--- config.mk ---
export PLATFORM = sky130hd
export DESIGN_NAME = cpu_branch_bit_shift_exec
export DESIGN_NICKNAME = d
export VERILOG_FILES = /design/src/pkg/exec_pkg.sv /design/src/verilog/exec_alu.sv /design/src/verilog/cpu_branch_bit_shift_exec.sv
export SDC_FILE = /design/constraint.sdc
export NUM_CORES = 2
export LEC_CHECK = 0
export BUFFER_PORTS_ARGS = -buffer_cell sky130_fd_sc_hd__buf_2
export CORE_AREA = 2 2 306 308
export CTS_CLUSTER_DIAMETER = 150
export DETAILED_ROUTE_END_ITERATION = 16
export DIE_AREA = 0 0 308 310
export GPL_TIMING_DRIVEN = 1
export SYNTH_ARGS = -nofsm -noshare
export SYNTH_HDL_FRONTEND = slang
export SYNTH_HIERARCHICAL = 1
export SYNTH_SLANG_ARGS = --single-unit
--- constraint.sdc ---
create_clock -name i_clock -period 5.3 [get_ports i_clock]
set_input_delay 0.53 -clock i_clock [delete_from_list [all_inputs] [get_ports i_clock]]
set_output_delay 0.53 -clock i_clock [all_outputs]
set_load 0.01 [all_outputs]
--- src/pkg/exec_pkg.sv ---
package exec_pkg;
    // ==============================================
    // Widths and reset values
    localparam int DATA_W = 8;
    localparam int WORD_W = 16;
    localparam int PC_W = 16;
    localparam int REG_CNT = 32;
    localparam int IO_CNT = 32;
    localparam int IDX_W = 5;
    localparam logic [PC_W-1:0] PC_RESET = 16'h0000;
    localparam logic [PC_W-1:0] PC_STEP = 16'h0001;
    localparam logic [DATA_W-1:0] STATUS_RESET = 8'h00;
    localparam logic [DATA_W-1:0] DATA_ZERO = 8'h00;

    // ==============================================
    // Status register bit positions
    localparam int FLAG_C = 0;
    localparam int FLAG_Z = 1;
    localparam int FLAG_N = 2;
    localparam int FLAG_V = 3;
    localparam int FLAG_S = 4;
    localparam int FLAG_H = 5;
    localparam int FLAG_T = 6;
    localparam int FLAG_I = 7;

    // ==============================================
    // Opcode masks and patterns
    localparam logic [15:0] M_RR = 16'hfc00;
    localparam logic [15:0] P_CMP_SKIP = 16'h1000;
    localparam logic [15:0] P_CMP = 16'h1400;
    localparam logic [15:0] P_CMP_CARRY = 16'h0400;
    localparam logic [15:0] P_SHL = 16'h0c00;
    localparam logic [15:0] P_RLC = 16'h1c00;
    localparam logic [15:0] M_IMM = 16'hf000;
    localparam logic [15:0] P_CMP_IMM = 16'h3000;
    localparam logic [15:0] M_RBIT = 16'hfe08;
    localparam logic [15:0] P_SKRC = 16'hfc00;
    localparam logic [15:0] P_SKRS = 16'hfe00;
    localparam logic [15:0] P_TSTORE = 16'hfa00;
    localparam logic [15:0] P_TLOAD = 16'hf800;
    localparam logic [15:0] M_IO = 16'hff00;
    localparam logic [15:0] P_SKIC = 16'h9900;
    localparam logic [15:0] P_SKIS = 16'h9b00;
    localparam logic [15:0] P_IOSET = 16'h9a00;
    localparam logic [15:0] P_IOCLR = 16'h9800;
    localparam logic [15:0] M_BR = 16'hfc00;
    localparam logic [15:0] P_BRS = 16'hf000;
    localparam logic [15:0] P_BRC = 16'hf400;
    localparam logic [15:0] M_ONE = 16'hfe0f;
    localparam logic [15:0] P_SHR = 16'h9406;
    localparam logic [15:0] P_RRC = 16'h9407;
    localparam logic [15:0] P_SAR = 16'h9405;
    localparam logic [15:0] P_LDS = 16'h9000;
    localparam logic [15:0] P_STS = 16'h9200;
    localparam logic [15:0] M_FLAG = 16'hff8f;
    localparam logic [15:0] P_FSET = 16'h9408;
    localparam logic [15:0] P_FCLR = 16'h9488;
    localparam logic [15:0] M_LONG = 16'hfe0e;
    localparam logic [15:0] P_JUMP = 16'h940c;
    localparam logic [15:0] P_CALL = 16'h940e;

    typedef enum logic [2:0] {
        ALU_NONE, ALU_CMP, ALU_CMPC, ALU_SHL, ALU_RLC, ALU_SHR, ALU_RRC, ALU_SAR
    } alu_op_type;

    typedef enum logic [3:0] {
        ST_EXEC = 4'b0001,
        ST_SKIP = 4'b0010,
        ST_TAIL = 4'b0100,
        ST_STALL = 4'b1000
    } state_type;

    function automatic logic op_is(input logic [15:0] w, input logic [15:0] m,
                                   input logic [15:0] p);
        return (w & m) == p;
    endfunction

    function automatic logic is_two_word(input logic [15:0] w);
        return op_is(w, M_LONG, P_JUMP) || op_is(w, M_LONG, P_CALL) ||
               op_is(w, M_ONE, P_LDS) || op_is(w, M_ONE, P_STS);
    endfunction

    function automatic logic [DATA_W-1:0] bit_mask(input logic [2:0] b);
        return 8'h01 << b;
    endfunction
endpackage

--- src/verilog/exec_alu.sv ---
`timescale 1ns/1ps
module exec_alu (
    input wire exec_pkg::alu_op_type i_op,
    input wire logic [7:0] i_dst,
    input wire logic [7:0] i_src,
    input wire logic [7:0] i_status,
    output logic [7:0] o_result,
    output logic [7:0] o_status
);
    logic [8:0] diff;
    logic cin;
    logic cout;

    always_comb begin
        cin = (i_op == exec_pkg::ALU_CMPC) ? i_status[exec_pkg::FLAG_C] : 1'b0;
        diff = {1'b0, i_dst} - {1'b0, i_src} - {8'h00, cin};
        o_result = exec_pkg::DATA_ZERO;
        o_status = i_status;
        cout = 1'b0;
        case (i_op)
            exec_pkg::ALU_CMP, exec_pkg::ALU_CMPC: begin
                o_result = diff[7:0]; // RULE2
                o_status[exec_pkg::FLAG_H] = (~i_dst[3] & i_src[3]) | (i_src[3] & diff[3]) |
                                             (diff[3] & ~i_dst[3]);
                o_status[exec_pkg::FLAG_V] = (i_dst[7] & ~i_src[7] & ~diff[7]) |
                                             (~i_dst[7] & i_src[7] & diff[7]);
                o_status[exec_pkg::FLAG_N] = diff[7];
                o_status[exec_pkg::FLAG_C] = (~i_dst[7] & i_src[7]) | (i_src[7] & diff[7]) |
                                             (diff[7] & ~i_dst[7]);
                // Carry form only keeps Z, so multi-byte compares chain
                o_status[exec_pkg::FLAG_Z] = (diff[7:0] == exec_pkg::DATA_ZERO) &&
                    (i_op == exec_pkg::ALU_CMP || i_status[exec_pkg::FLAG_Z]);
            end
            exec_pkg::ALU_SHL: begin
                o_result = {i_dst[6:0], 1'b0}; // RULE11
                cout = i_dst[7];
            end
            exec_pkg::ALU_RLC: begin
                o_result = {i_dst[6:0], i_status[exec_pkg::FLAG_C]}; // RULE11
                cout = i_dst[7];
            end
            exec_pkg::ALU_SHR: begin
                o_result = {1'b0, i_dst[7:1]}; // RULE12
                cout = i_dst[0];
            end
            exec_pkg::ALU_RRC: begin
                o_result = {i_status[exec_pkg::FLAG_C], i_dst[7:1]}; // RULE12
                cout = i_dst[0];
            end
            exec_pkg::ALU_SAR: begin
                o_result = {i_dst[7], i_dst[7:1]}; // RULE12
                cout = i_dst[0];
            end
            default: begin
                o_result = i_dst;
            end
        endcase
        if (i_op inside {exec_pkg::ALU_SHL, exec_pkg::ALU_RLC, exec_pkg::ALU_SHR,
                         exec_pkg::ALU_RRC, exec_pkg::ALU_SAR}) begin
            o_status[exec_pkg::FLAG_C] = cout;
            o_status[exec_pkg::FLAG_N] = o_result[7];
            o_status[exec_pkg::FLAG_V] = o_result[7] ^ cout;
            o_status[exec_pkg::FLAG_Z] = (o_result == exec_pkg::DATA_ZERO);
        end
    end
endmodule

--- src/verilog/cpu_branch_bit_shift_exec.sv ---
`timescale 1ns/1ps
// How it works
// RULE1 - Equal registers skip the next instruction
// RULE2 - Compares set Z N V C H, no write
// RULE3 - Register bit test skips next instruction
// RULE4 - I/O bit test skips next instruction
// RULE5 - Status bit branch to PC plus k plus one
// RULE6 - Zero and carry conditions branch
// RULE7 - Negative and signed conditions branch
// RULE8 - Half carry and T conditions branch
// RULE9 - Overflow and interrupt enable conditions branch
// RULE10 - Set or clear I/O bit, two cycles
// RULE11 - Left shift and rotate update four flags
// RULE12 - Right shifts and rotate update four flags
// RULE13 - Set or clear one status bit only
// RULE14 - Move bits between register and T flag
// RULE15 - Skip covers whole next instruction length
module cpu_branch_bit_shift_exec (
    input wire logic i_clock,
    input wire logic i_nrst,
    input wire logic i_run,
    input wire logic [15:0] i_instr_word,
    input wire logic i_dbg_reg_we,
    input wire logic [4:0] i_dbg_reg_addr,
    input wire logic [7:0] i_dbg_reg_data,
    input wire logic i_dbg_io_we,
    input wire logic [4:0] i_dbg_io_addr,
    input wire logic [7:0] i_dbg_io_data,
    output logic [15:0] o_pc,
    output logic [7:0] o_status,
    output logic o_busy,
    output logic [7:0] o_dbg_reg_data,
    output logic [7:0] o_dbg_io_data
);
    // ==========================================
    // Instruction fields
    // Slicing kept in one place so every decoder agrees
    function automatic logic [4:0] field_dst(input logic [15:0] w);
        return w[8:4];
    endfunction

    function automatic logic [4:0] field_src(input logic [15:0] w);
        return {w[9], w[3:0]};
    endfunction

    // Immediate forms reach only the upper sixteen registers
    function automatic logic [4:0] field_upper(input logic [15:0] w);
        return {1'b1, w[7:4]};
    endfunction

    function automatic logic [7:0] field_imm(input logic [15:0] w);
        return {w[11:8], w[3:0]};
    endfunction

    function automatic logic [4:0] field_io(input logic [15:0] w);
        return w[7:3];
    endfunction

    function automatic logic [2:0] field_low(input logic [15:0] w);
        return w[2:0];
    endfunction

    function automatic logic [2:0] field_flag(input logic [15:0] w);
        return w[6:4];
    endfunction

    function automatic logic [15:0] branch_target(input logic [15:0] pc,
                                                  input logic [15:0] w);
        return pc + {{9{w[9]}}, w[9:3]} + exec_pkg::PC_STEP;
    endfunction

    // ==========================================
    // Storage and state
    logic [7:0] reg_file [0:exec_pkg::REG_CNT-1];
    logic [7:0] io_file [0:exec_pkg::IO_CNT-1];
    logic [15:0] pc_reg;
    logic [15:0] pc_next;
    logic [7:0] status_reg;
    logic [7:0] status_next;
    exec_pkg::state_type state_reg;
    exec_pkg::state_type state_next;
    logic busy_reg;
    logic [7:0] reg_view_reg;
    logic [7:0] io_view_reg;

    // ==========================================
    // Decode
    logic [15:0] word;
    logic do_exec;
    logic is_cmp_skip;
    logic is_cmp;
    logic is_cmp_carry;
    logic is_cmp_imm;
    logic is_shl;
    logic is_rlc;
    logic is_shr;
    logic is_rrc;
    logic is_sar;
    logic is_shift;
    logic is_skip_reg_clear;
    logic is_skip_reg_set;
    logic is_skip_io_clear;
    logic is_skip_io_set;
    logic is_branch_set;
    logic is_branch_clear;
    logic is_io_set;
    logic is_io_clear;
    logic is_flag_set;
    logic is_flag_clear;
    logic is_tstore;
    logic is_tload;
    logic [4:0] dst_idx;
    logic [4:0] src_idx;
    logic [4:0] io_idx;
    logic [2:0] bit_idx;
    logic [2:0] flag_idx;
    logic [7:0] dst_val;
    logic [7:0] src_val;
    logic [7:0] io_val;
    logic flag_val;
    logic skip_hit;
    logic branch_hit;
    logic io_wr;
    logic [7:0] io_wdata;
    logic reg_wr;
    logic [7:0] reg_wdata;
    exec_pkg::alu_op_type alu_op;
    logic [7:0] alu_src;
    logic [7:0] alu_result;
    logic [7:0] alu_status;

    assign word = i_instr_word;
    assign do_exec = i_run && (state_reg == exec_pkg::ST_EXEC);
    assign is_cmp_skip = exec_pkg::op_is(word, exec_pkg::M_RR, exec_pkg::P_CMP_SKIP);
    assign is_cmp = exec_pkg::op_is(word, exec_pkg::M_RR, exec_pkg::P_CMP);
    assign is_cmp_carry = exec_pkg::op_is(word, exec_pkg::M_RR, exec_pkg::P_CMP_CARRY);
    assign is_cmp_imm = exec_pkg::op_is(word, exec_pkg::M_IMM, exec_pkg::P_CMP_IMM);
    // Left shifts share the add encoding; only equal operands count
    assign is_shl = exec_pkg::op_is(word, exec_pkg::M_RR, exec_pkg::P_SHL) &&
                    (field_dst(word) == field_src(word));
    assign is_rlc = exec_pkg::op_is(word, exec_pkg::M_RR, exec_pkg::P_RLC) &&
                    (field_dst(word) == field_src(word));
    assign is_shr = exec_pkg::op_is(word, exec_pkg::M_ONE, exec_pkg::P_SHR);
    assign is_rrc = exec_pkg::op_is(word, exec_pkg::M_ONE, exec_pkg::P_RRC);
    assign is_sar = exec_pkg::op_is(word, exec_pkg::M_ONE, exec_pkg::P_SAR);
    assign is_shift = is_shl || is_rlc || is_shr || is_rrc || is_sar;
    assign is_skip_reg_clear = exec_pkg::op_is(word, exec_pkg::M_RBIT, exec_pkg::P_SKRC);
    assign is_skip_reg_set = exec_pkg::op_is(word, exec_pkg::M_RBIT, exec_pkg::P_SKRS);
    assign is_skip_io_clear = exec_pkg::op_is(word, exec_pkg::M_IO, exec_pkg::P_SKIC);
    assign is_skip_io_set = exec_pkg::op_is(word, exec_pkg::M_IO, exec_pkg::P_SKIS);
    assign is_branch_set = exec_pkg::op_is(word, exec_pkg::M_BR, exec_pkg::P_BRS);
    assign is_branch_clear = exec_pkg::op_is(word, exec_pkg::M_BR, exec_pkg::P_BRC);
    assign is_io_set = exec_pkg::op_is(word, exec_pkg::M_IO, exec_pkg::P_IOSET);
    assign is_io_clear = exec_pkg::op_is(word, exec_pkg::M_IO, exec_pkg::P_IOCLR);
    assign is_flag_set = exec_pkg::op_is(word, exec_pkg::M_FLAG, exec_pkg::P_FSET);
    assign is_flag_clear = exec_pkg::op_is(word, exec_pkg::M_FLAG, exec_pkg::P_FCLR);
    assign is_tstore = exec_pkg::op_is(word, exec_pkg::M_RBIT, exec_pkg::P_TSTORE);
    assign is_tload = exec_pkg::op_is(word, exec_pkg::M_RBIT, exec_pkg::P_TLOAD);

    assign dst_idx = is_cmp_imm ? field_upper(word) : field_dst(word);
    assign src_idx = field_src(word);
    assign io_idx = field_io(word);
    assign bit_idx = field_low(word);
    assign flag_idx = field_flag(word);
    assign dst_val = reg_file[dst_idx];
    assign src_val = reg_file[src_idx];
    assign io_val = io_file[io_idx];
    assign flag_val = status_reg[bit_idx];

    // ==========================================
    // Conditions
    assign skip_hit = (is_cmp_skip && (dst_val == src_val)) || // RULE1
                      (is_skip_reg_clear && !dst_val[bit_idx]) || // RULE3
                      (is_skip_reg_set && dst_val[bit_idx]) || // RULE3
                      (is_skip_io_clear && !io_val[bit_idx]) || // RULE4
                      (is_skip_io_set && io_val[bit_idx]); // RULE4
    // Named flag branches are this pair with a fixed bit select
    assign branch_hit = (is_branch_set && flag_val) || // RULE5 RULE6 RULE8 RULE9
                        (is_branch_clear && !flag_val); // RULE5 RULE6 RULE7 RULE9

    // ==========================================
    // Arithmetic
    always_comb begin
        alu_op = exec_pkg::ALU_NONE;
        alu_src = src_val;
        if (is_cmp || is_cmp_imm) begin
            alu_op = exec_pkg::ALU_CMP; // RULE2
        end else if (is_cmp_carry) begin
            alu_op = exec_pkg::ALU_CMPC; // RULE2
        end else if (is_shl) begin
            alu_op = exec_pkg::ALU_SHL; // RULE11
        end else if (is_rlc) begin
            alu_op = exec_pkg::ALU_RLC; // RULE11
        end else if (is_shr) begin
            alu_op = exec_pkg::ALU_SHR; // RULE12
        end else if (is_rrc) begin
            alu_op = exec_pkg::ALU_RRC; // RULE12
        end else if (is_sar) begin
            alu_op = exec_pkg::ALU_SAR; // RULE12
        end
        if (is_cmp_imm) begin
            alu_src = field_imm(word); // RULE2
        end
    end

    exec_alu alu_u (
        .i_op(alu_op),
        .i_dst(dst_val),
        .i_src(alu_src),
        .i_status(status_reg),
        .o_result(alu_result),
        .o_status(alu_status)
    );

    // ==========================================
    // Program counter and sequencing
    always_comb begin
        pc_next = pc_reg;
        state_next = state_reg;
        if (i_run) begin
            case (state_reg)
                exec_pkg::ST_EXEC: begin
                    pc_next = pc_reg + exec_pkg::PC_STEP;
                    state_next = exec_pkg::ST_EXEC;
                    if (skip_hit) begin
                        state_next = exec_pkg::ST_SKIP; // RULE1
                    end else if (branch_hit) begin
                        pc_next = branch_target(pc_reg, word); // RULE5
                        state_next = exec_pkg::ST_STALL;
                    end else if (io_wr) begin
                        state_next = exec_pkg::ST_STALL; // RULE10
                    end
                end
                exec_pkg::ST_SKIP: begin
                    // Skipped word only measured, never executed
                    pc_next = pc_reg + exec_pkg::PC_STEP;
                    state_next = exec_pkg::ST_EXEC;
                    if (exec_pkg::is_two_word(word)) begin
                        pc_next = pc_reg + exec_pkg::PC_STEP + exec_pkg::PC_STEP; // RULE15
                        state_next = exec_pkg::ST_TAIL;
                    end
                end
                exec_pkg::ST_TAIL: begin
                    state_next = exec_pkg::ST_EXEC;
                end
                exec_pkg::ST_STALL: begin
                    state_next = exec_pkg::ST_EXEC;
                end
                default: begin
                    state_next = exec_pkg::ST_EXEC;
                end
            endcase
        end
    end

    always_ff @(posedge i_clock) begin
        if (!i_nrst) begin
            pc_reg <= exec_pkg::PC_RESET;
            state_reg <= exec_pkg::ST_EXEC;
            busy_reg <= 1'b0;
        end else begin
            pc_reg <= pc_next;
            state_reg <= state_next;
            busy_reg <= (state_next != exec_pkg::ST_EXEC);
        end
    end

    // ==========================================
    // Status register
    always_comb begin
        status_next = status_reg;
        if (do_exec && (alu_op != exec_pkg::ALU_NONE)) begin
            status_next = alu_status; // RULE2 RULE11 RULE12
            // Signed branches test this bit, so it tracks N xor V
            status_next[exec_pkg::FLAG_S] = alu_status[exec_pkg::FLAG_N] ^
                                            alu_status[exec_pkg::FLAG_V]; // RULE7
        end else if (do_exec && is_flag_set) begin
            status_next[flag_idx] = 1'b1; // RULE13
        end else if (do_exec && is_flag_clear) begin
            status_next[flag_idx] = 1'b0; // RULE13
        end else if (do_exec && is_tstore) begin
            status_next[exec_pkg::FLAG_T] = dst_val[bit_idx]; // RULE14
        end
    end

    always_ff @(posedge i_clock) begin
        if (!i_nrst) begin
            status_reg <= exec_pkg::STATUS_RESET;
        end else begin
            status_reg <= status_next;
        end
    end

    // ==========================================
    // Working registers
    always_comb begin
        reg_wr = 1'b0;
        reg_wdata = alu_result;
        if (do_exec && is_shift) begin
            reg_wr = 1'b1; // RULE11 RULE12
        end else if (do_exec && is_tload) begin
            reg_wr = 1'b1; // RULE14
            reg_wdata = (dst_val & ~exec_pkg::bit_mask(bit_idx)) |
                        (status_reg[exec_pkg::FLAG_T] ? exec_pkg::bit_mask(bit_idx) :
                         exec_pkg::DATA_ZERO);
        end
    end

    // Execution wins over a debug write to the same register
    generate
        for (genvar g = 0; g < exec_pkg::REG_CNT; g++) begin : g_reg
            always_ff @(posedge i_clock) begin
                if (!i_nrst) begin
                    reg_file[g] <= exec_pkg::DATA_ZERO;
                end else if (reg_wr && (dst_idx == 5'(g))) begin
                    reg_file[g] <= reg_wdata;
                end else if (i_dbg_reg_we && (i_dbg_reg_addr == 5'(g))) begin
                    reg_file[g] <= i_dbg_reg_data;
                end
            end
        end
    endgenerate

    // ==========================================
    // I/O registers
    assign io_wr = do_exec && (is_io_set || is_io_clear); // RULE10
    assign io_wdata = is_io_set ? (io_val | exec_pkg::bit_mask(bit_idx)) :
                      (io_val & ~exec_pkg::bit_mask(bit_idx)); // RULE10

    generate
        for (genvar g = 0; g < exec_pkg::IO_CNT; g++) begin : g_io
            always_ff @(posedge i_clock) begin
                if (!i_nrst) begin
                    io_file[g] <= exec_pkg::DATA_ZERO;
                end else if (io_wr && (io_idx == 5'(g))) begin
                    io_file[g] <= io_wdata;
                end else if (i_dbg_io_we && (i_dbg_io_addr == 5'(g))) begin
                    io_file[g] <= i_dbg_io_data;
                end
            end
        end
    endgenerate

    always_ff @(posedge i_clock) begin
        if (!i_nrst) begin
            reg_view_reg <= exec_pkg::DATA_ZERO;
            io_view_reg <= exec_pkg::DATA_ZERO;
        end else begin
            reg_view_reg <= reg_file[i_dbg_reg_addr];
            io_view_reg <= io_file[i_dbg_io_addr];
        end
    end

    assign o_pc = pc_reg;
    assign o_status = status_reg;
    assign o_busy = busy_reg;
    assign o_dbg_reg_data = reg_view_reg;
    assign o_dbg_io_data = io_view_reg;
endmodule

==> results.txt <==
----------------------------------------------------
[Placed design]
  Number of buffer cells added on primary ports ... 87
  Total cell area at the placement stage ... 40700 sq um
  Global placement routability congestion ... 1.07
  Post-detail-place hpwl ... 110000 um
  Number of placed instances, taps included ... 4564

[Critical path]
  Worst flop-to-flop path startpoint ... reg_file[15][0]
  Longest individual stage delay on the worst path ... 1.09 ns
  CP dominant cell by count ... sky130_fd_sc_hd__buf_4
  Required time at the endpoint of the critical path ... 5.67 ns
  Cell-by-cell trace of the critical path ... buf_4 -> buf_12 -> buf_4 -> buf_4 -> mux2i_1 -> o22ai_1 -> nor4_1 -> nor4_4 -> fa_1 -> nand2b_1 -> a21oi_2 -> a21oi_1 -> xor2_1 -> a211o_1 -> mux2i_2 -> buf_12 -> o21ai_0
  CP top delay family ... simple AND/OR/NAND/NOR gates
  Capturing element type of the critical path ... register
  Launching element type of the critical path ... input pin
  Worst endpoint data arrival time ... 5.41 ns
  Launch point of the worst path ... i_instr_word[5]
  Depth of the critical timing path with buffers and inverters included ... 17
  Crit Path Max Fanout ... 27
  WS Path Type ... input pin to register
  Bufs and invs on worst path ... 5
  R2R setup slack ... 0.32 ns
  Depth of the worst register-to-register path ... 20
  Capturing element of the worst setup path ... reg_file[31][6]
  Cell with the largest stage delay on the worst path ... sky130_fd_sc_hd__nor4_1

[CTS]
  Clock H-tree levels ... 3
  CTS tree ... built
  Cell at the root of the clock tree ... sky130_fd_sc_hd__clkbuf_16
  Post-cts resize count ... 0
  Clk buf depth ... 3
  Clock Pin Slew Worst Setup and Hold Paths ... 0.07 ns
  Clk sink count ... 557
  Number of buffers inserted during clock tree synthesis ... 66
  Worst-Skew Late Latency ... 0.65 ns
  Setup repair bufs after CTS ... 0
  Hold-fix buffer count after cts ... 0

[Drt]
  WL per Instance ... 33.3 um
  # DRC ... 0
  Post-Route WL ... 156000 um
  Post-DR vias/cell ... 7.01
  Number of design-rule violations left by the first detailed-router iteration ... 4975
  Post-detailed-route count of antenna-violating nets ... 0
  Length of the first detailed-routing pass in iterations ... 6
  Routed vias ... 32828

[Cells and area]
  Storage cell area ... 16300 sq um
  Share of layout cells above drive strength 1 ... 22.6%
  Leading cell types in the layout, fill and taps excluded ... 544 x sky130_fd_sc_hd__nand2_1, 512 x sky130_fd_sc_hd__edfxtp_1, 355 x sky130_fd_sc_hd__o21ai_0
  Post-route insts no fill ... 4685
  Area of the multi-input gates ... 20800 sq um
  Most common cell after layout, fill and taps aside ... sky130_fd_sc_hd__nand2_1
  Final design utilization ... 46.5%
  Layout Nets ... 3520
  Area growth syn-to-layout ... 11.6%
  Final design instance area without fill ... 43000 sq um
  Number of filler cells placed in the layout ... 8403

[Worst hold path]
  Type of the tightest min-delay check ... input pin to register

[Timing]
  Unrepaired setup endpoints after global routing ... false
  Hold violation total from the final report ... 0
  Setup violations, final ... 0
  Tmin final ... 5.04 ns
  Hold slack final ... 0.240 ns
  Max frequency ... 199 MHz
  Headroom to the max-slew limit ... 9.31%
  Worst Clk Skew ... 0.0275 ns
  Worst Max-Slew Pin Slew ... 1.35 ns
  Final slew viol count ... 0
  Final Cycle Share ... 95.0%

[Die]
  Std-Cell Rows ... 112
  Die Area ... 95500 sq um
  Placeable core region ... 92500 sq um
  Floorplan die height ... 310 um
  Width of the die ... 308 um
  Number of placed I/O pins ... 88
  Effective utilization at floorplan ... 41.7%

[Power]
  Max IR drop VDD ... 0.177 mV
  Total power per unit cell area ... 285 nW/um^2
  Static power due to leakage ... 14.9 nW
  Tot Pwr ... 12.3 mW

[Synth]
  Summed instance area of the synthesized netlist ... 38500 sq um
  Net count after synthesis ... 3476
  Ys Warns ... 6
  Instance count of the mapped netlist ... 3391
  Mean area per synthesized cell ... 11.4 sq um

[GRT]
  Grt total ovfl ... 0
  Antenna violations before repair ... 4
  Pin count of the biggest net entering global routing ... 52
  Number of global-route vias before repair ... 30526
  Global-route usage over all layers ... 32.2%
  Global-route wire length before repair ... 222000 um

[Status]
  Result of the run ... finished, final reports clean

[Flow run]
  Max-capacitance violation count ... 0

----------------------------------------------------
## worst register-to-register path: stages (launching register included)
cell and delay [ns]:
sky130_fd_sc_hd__edfxtp_1 0.48, sky130_fd_sc_hd__mux4_2 0.53, sky130_fd_sc_hd__a32oi_1 0.38, sky130_fd_sc_hd__o31ai_1 0.13
sky130_fd_sc_hd__buf_4 0.15, sky130_fd_sc_hd__nor3_1 0.36, sky130_fd_sc_hd__buf_4 0.20, sky130_fd_sc_hd__a21oi_1 0.06
sky130_fd_sc_hd__inv_1 0.11, sky130_fd_sc_hd__fa_1 0.45, sky130_fd_sc_hd__ha_1 0.21, sky130_fd_sc_hd__o21ai_2 0.15
sky130_fd_sc_hd__nand3b_4 0.13, sky130_fd_sc_hd__a211oi_2 0.28, sky130_fd_sc_hd__xnor2_1 0.22, sky130_fd_sc_hd__o21ai_2 0.13
sky130_fd_sc_hd__xor2_1 0.18, sky130_fd_sc_hd__o221ai_1 0.33, sky130_fd_sc_hd__nor3_1 0.10, sky130_fd_sc_hd__a211o_1 0.23
sky130_fd_sc_hd__a21oi_1 0.11
## area by class of cell
type	count	area share (%)
antenna	1	0.00582
clock buffer	78	3.99
clock inverter	42	1.29
inverter	39	0.341
multi-input combinational	2501	48.3
sequential	557	37.9
tap	1197	3.48
timing repair buffer	270	4.73
## stage by stage
step	setup TNS [ns]	worst slack, ns
detailed placement	-6.11	-0.191
finish	0	0.265
global route	0	0.246
global placement	-4.38	-0.150
CTS	0	0.453
floorplan	0	0.124
## worst min path at each step
stage / start / end / slack, ns / cells after the start
after global routing: i_run / state_reg[2] / 0.24 / 3
after detailed placement: state_reg[1] / state_reg[1] / 0.51 / 2
after floorplan: state_reg[1] / state_reg[1] / 0.49 / 2
after CTS: i_run / state_reg[2] / 0.21 / 3
final: i_run / state_reg[2] / 0.24 / 3
after global placement: state_reg[1] / state_reg[1] / 0.50 / 2
## routing by layer
| metal | wire [um] | global-route usage (%) | vias to the layer above |
|---|---|---|---|
| li1 | - | - | 13490 |
| met1 | 58600 | 44.0 | 16332 |
| met3 | 22400 | 9.48 | 383 |
| met5 | 32 | 0 | - |
| met2 | 68100 | 48.1 | 2619 |
| met4 | 7030 | 13.0 | 4 |
## power breakdown
part	internal [mW]	total [mW]	switching, mW
Combinational	0.827	2.32	1.50
Clock	2.84	4.88	2.04
Sequential	4.93	5.05	0.121
Total	8.60	12.3	3.66
Note: power is estimated with default switching activity, not from simulation.
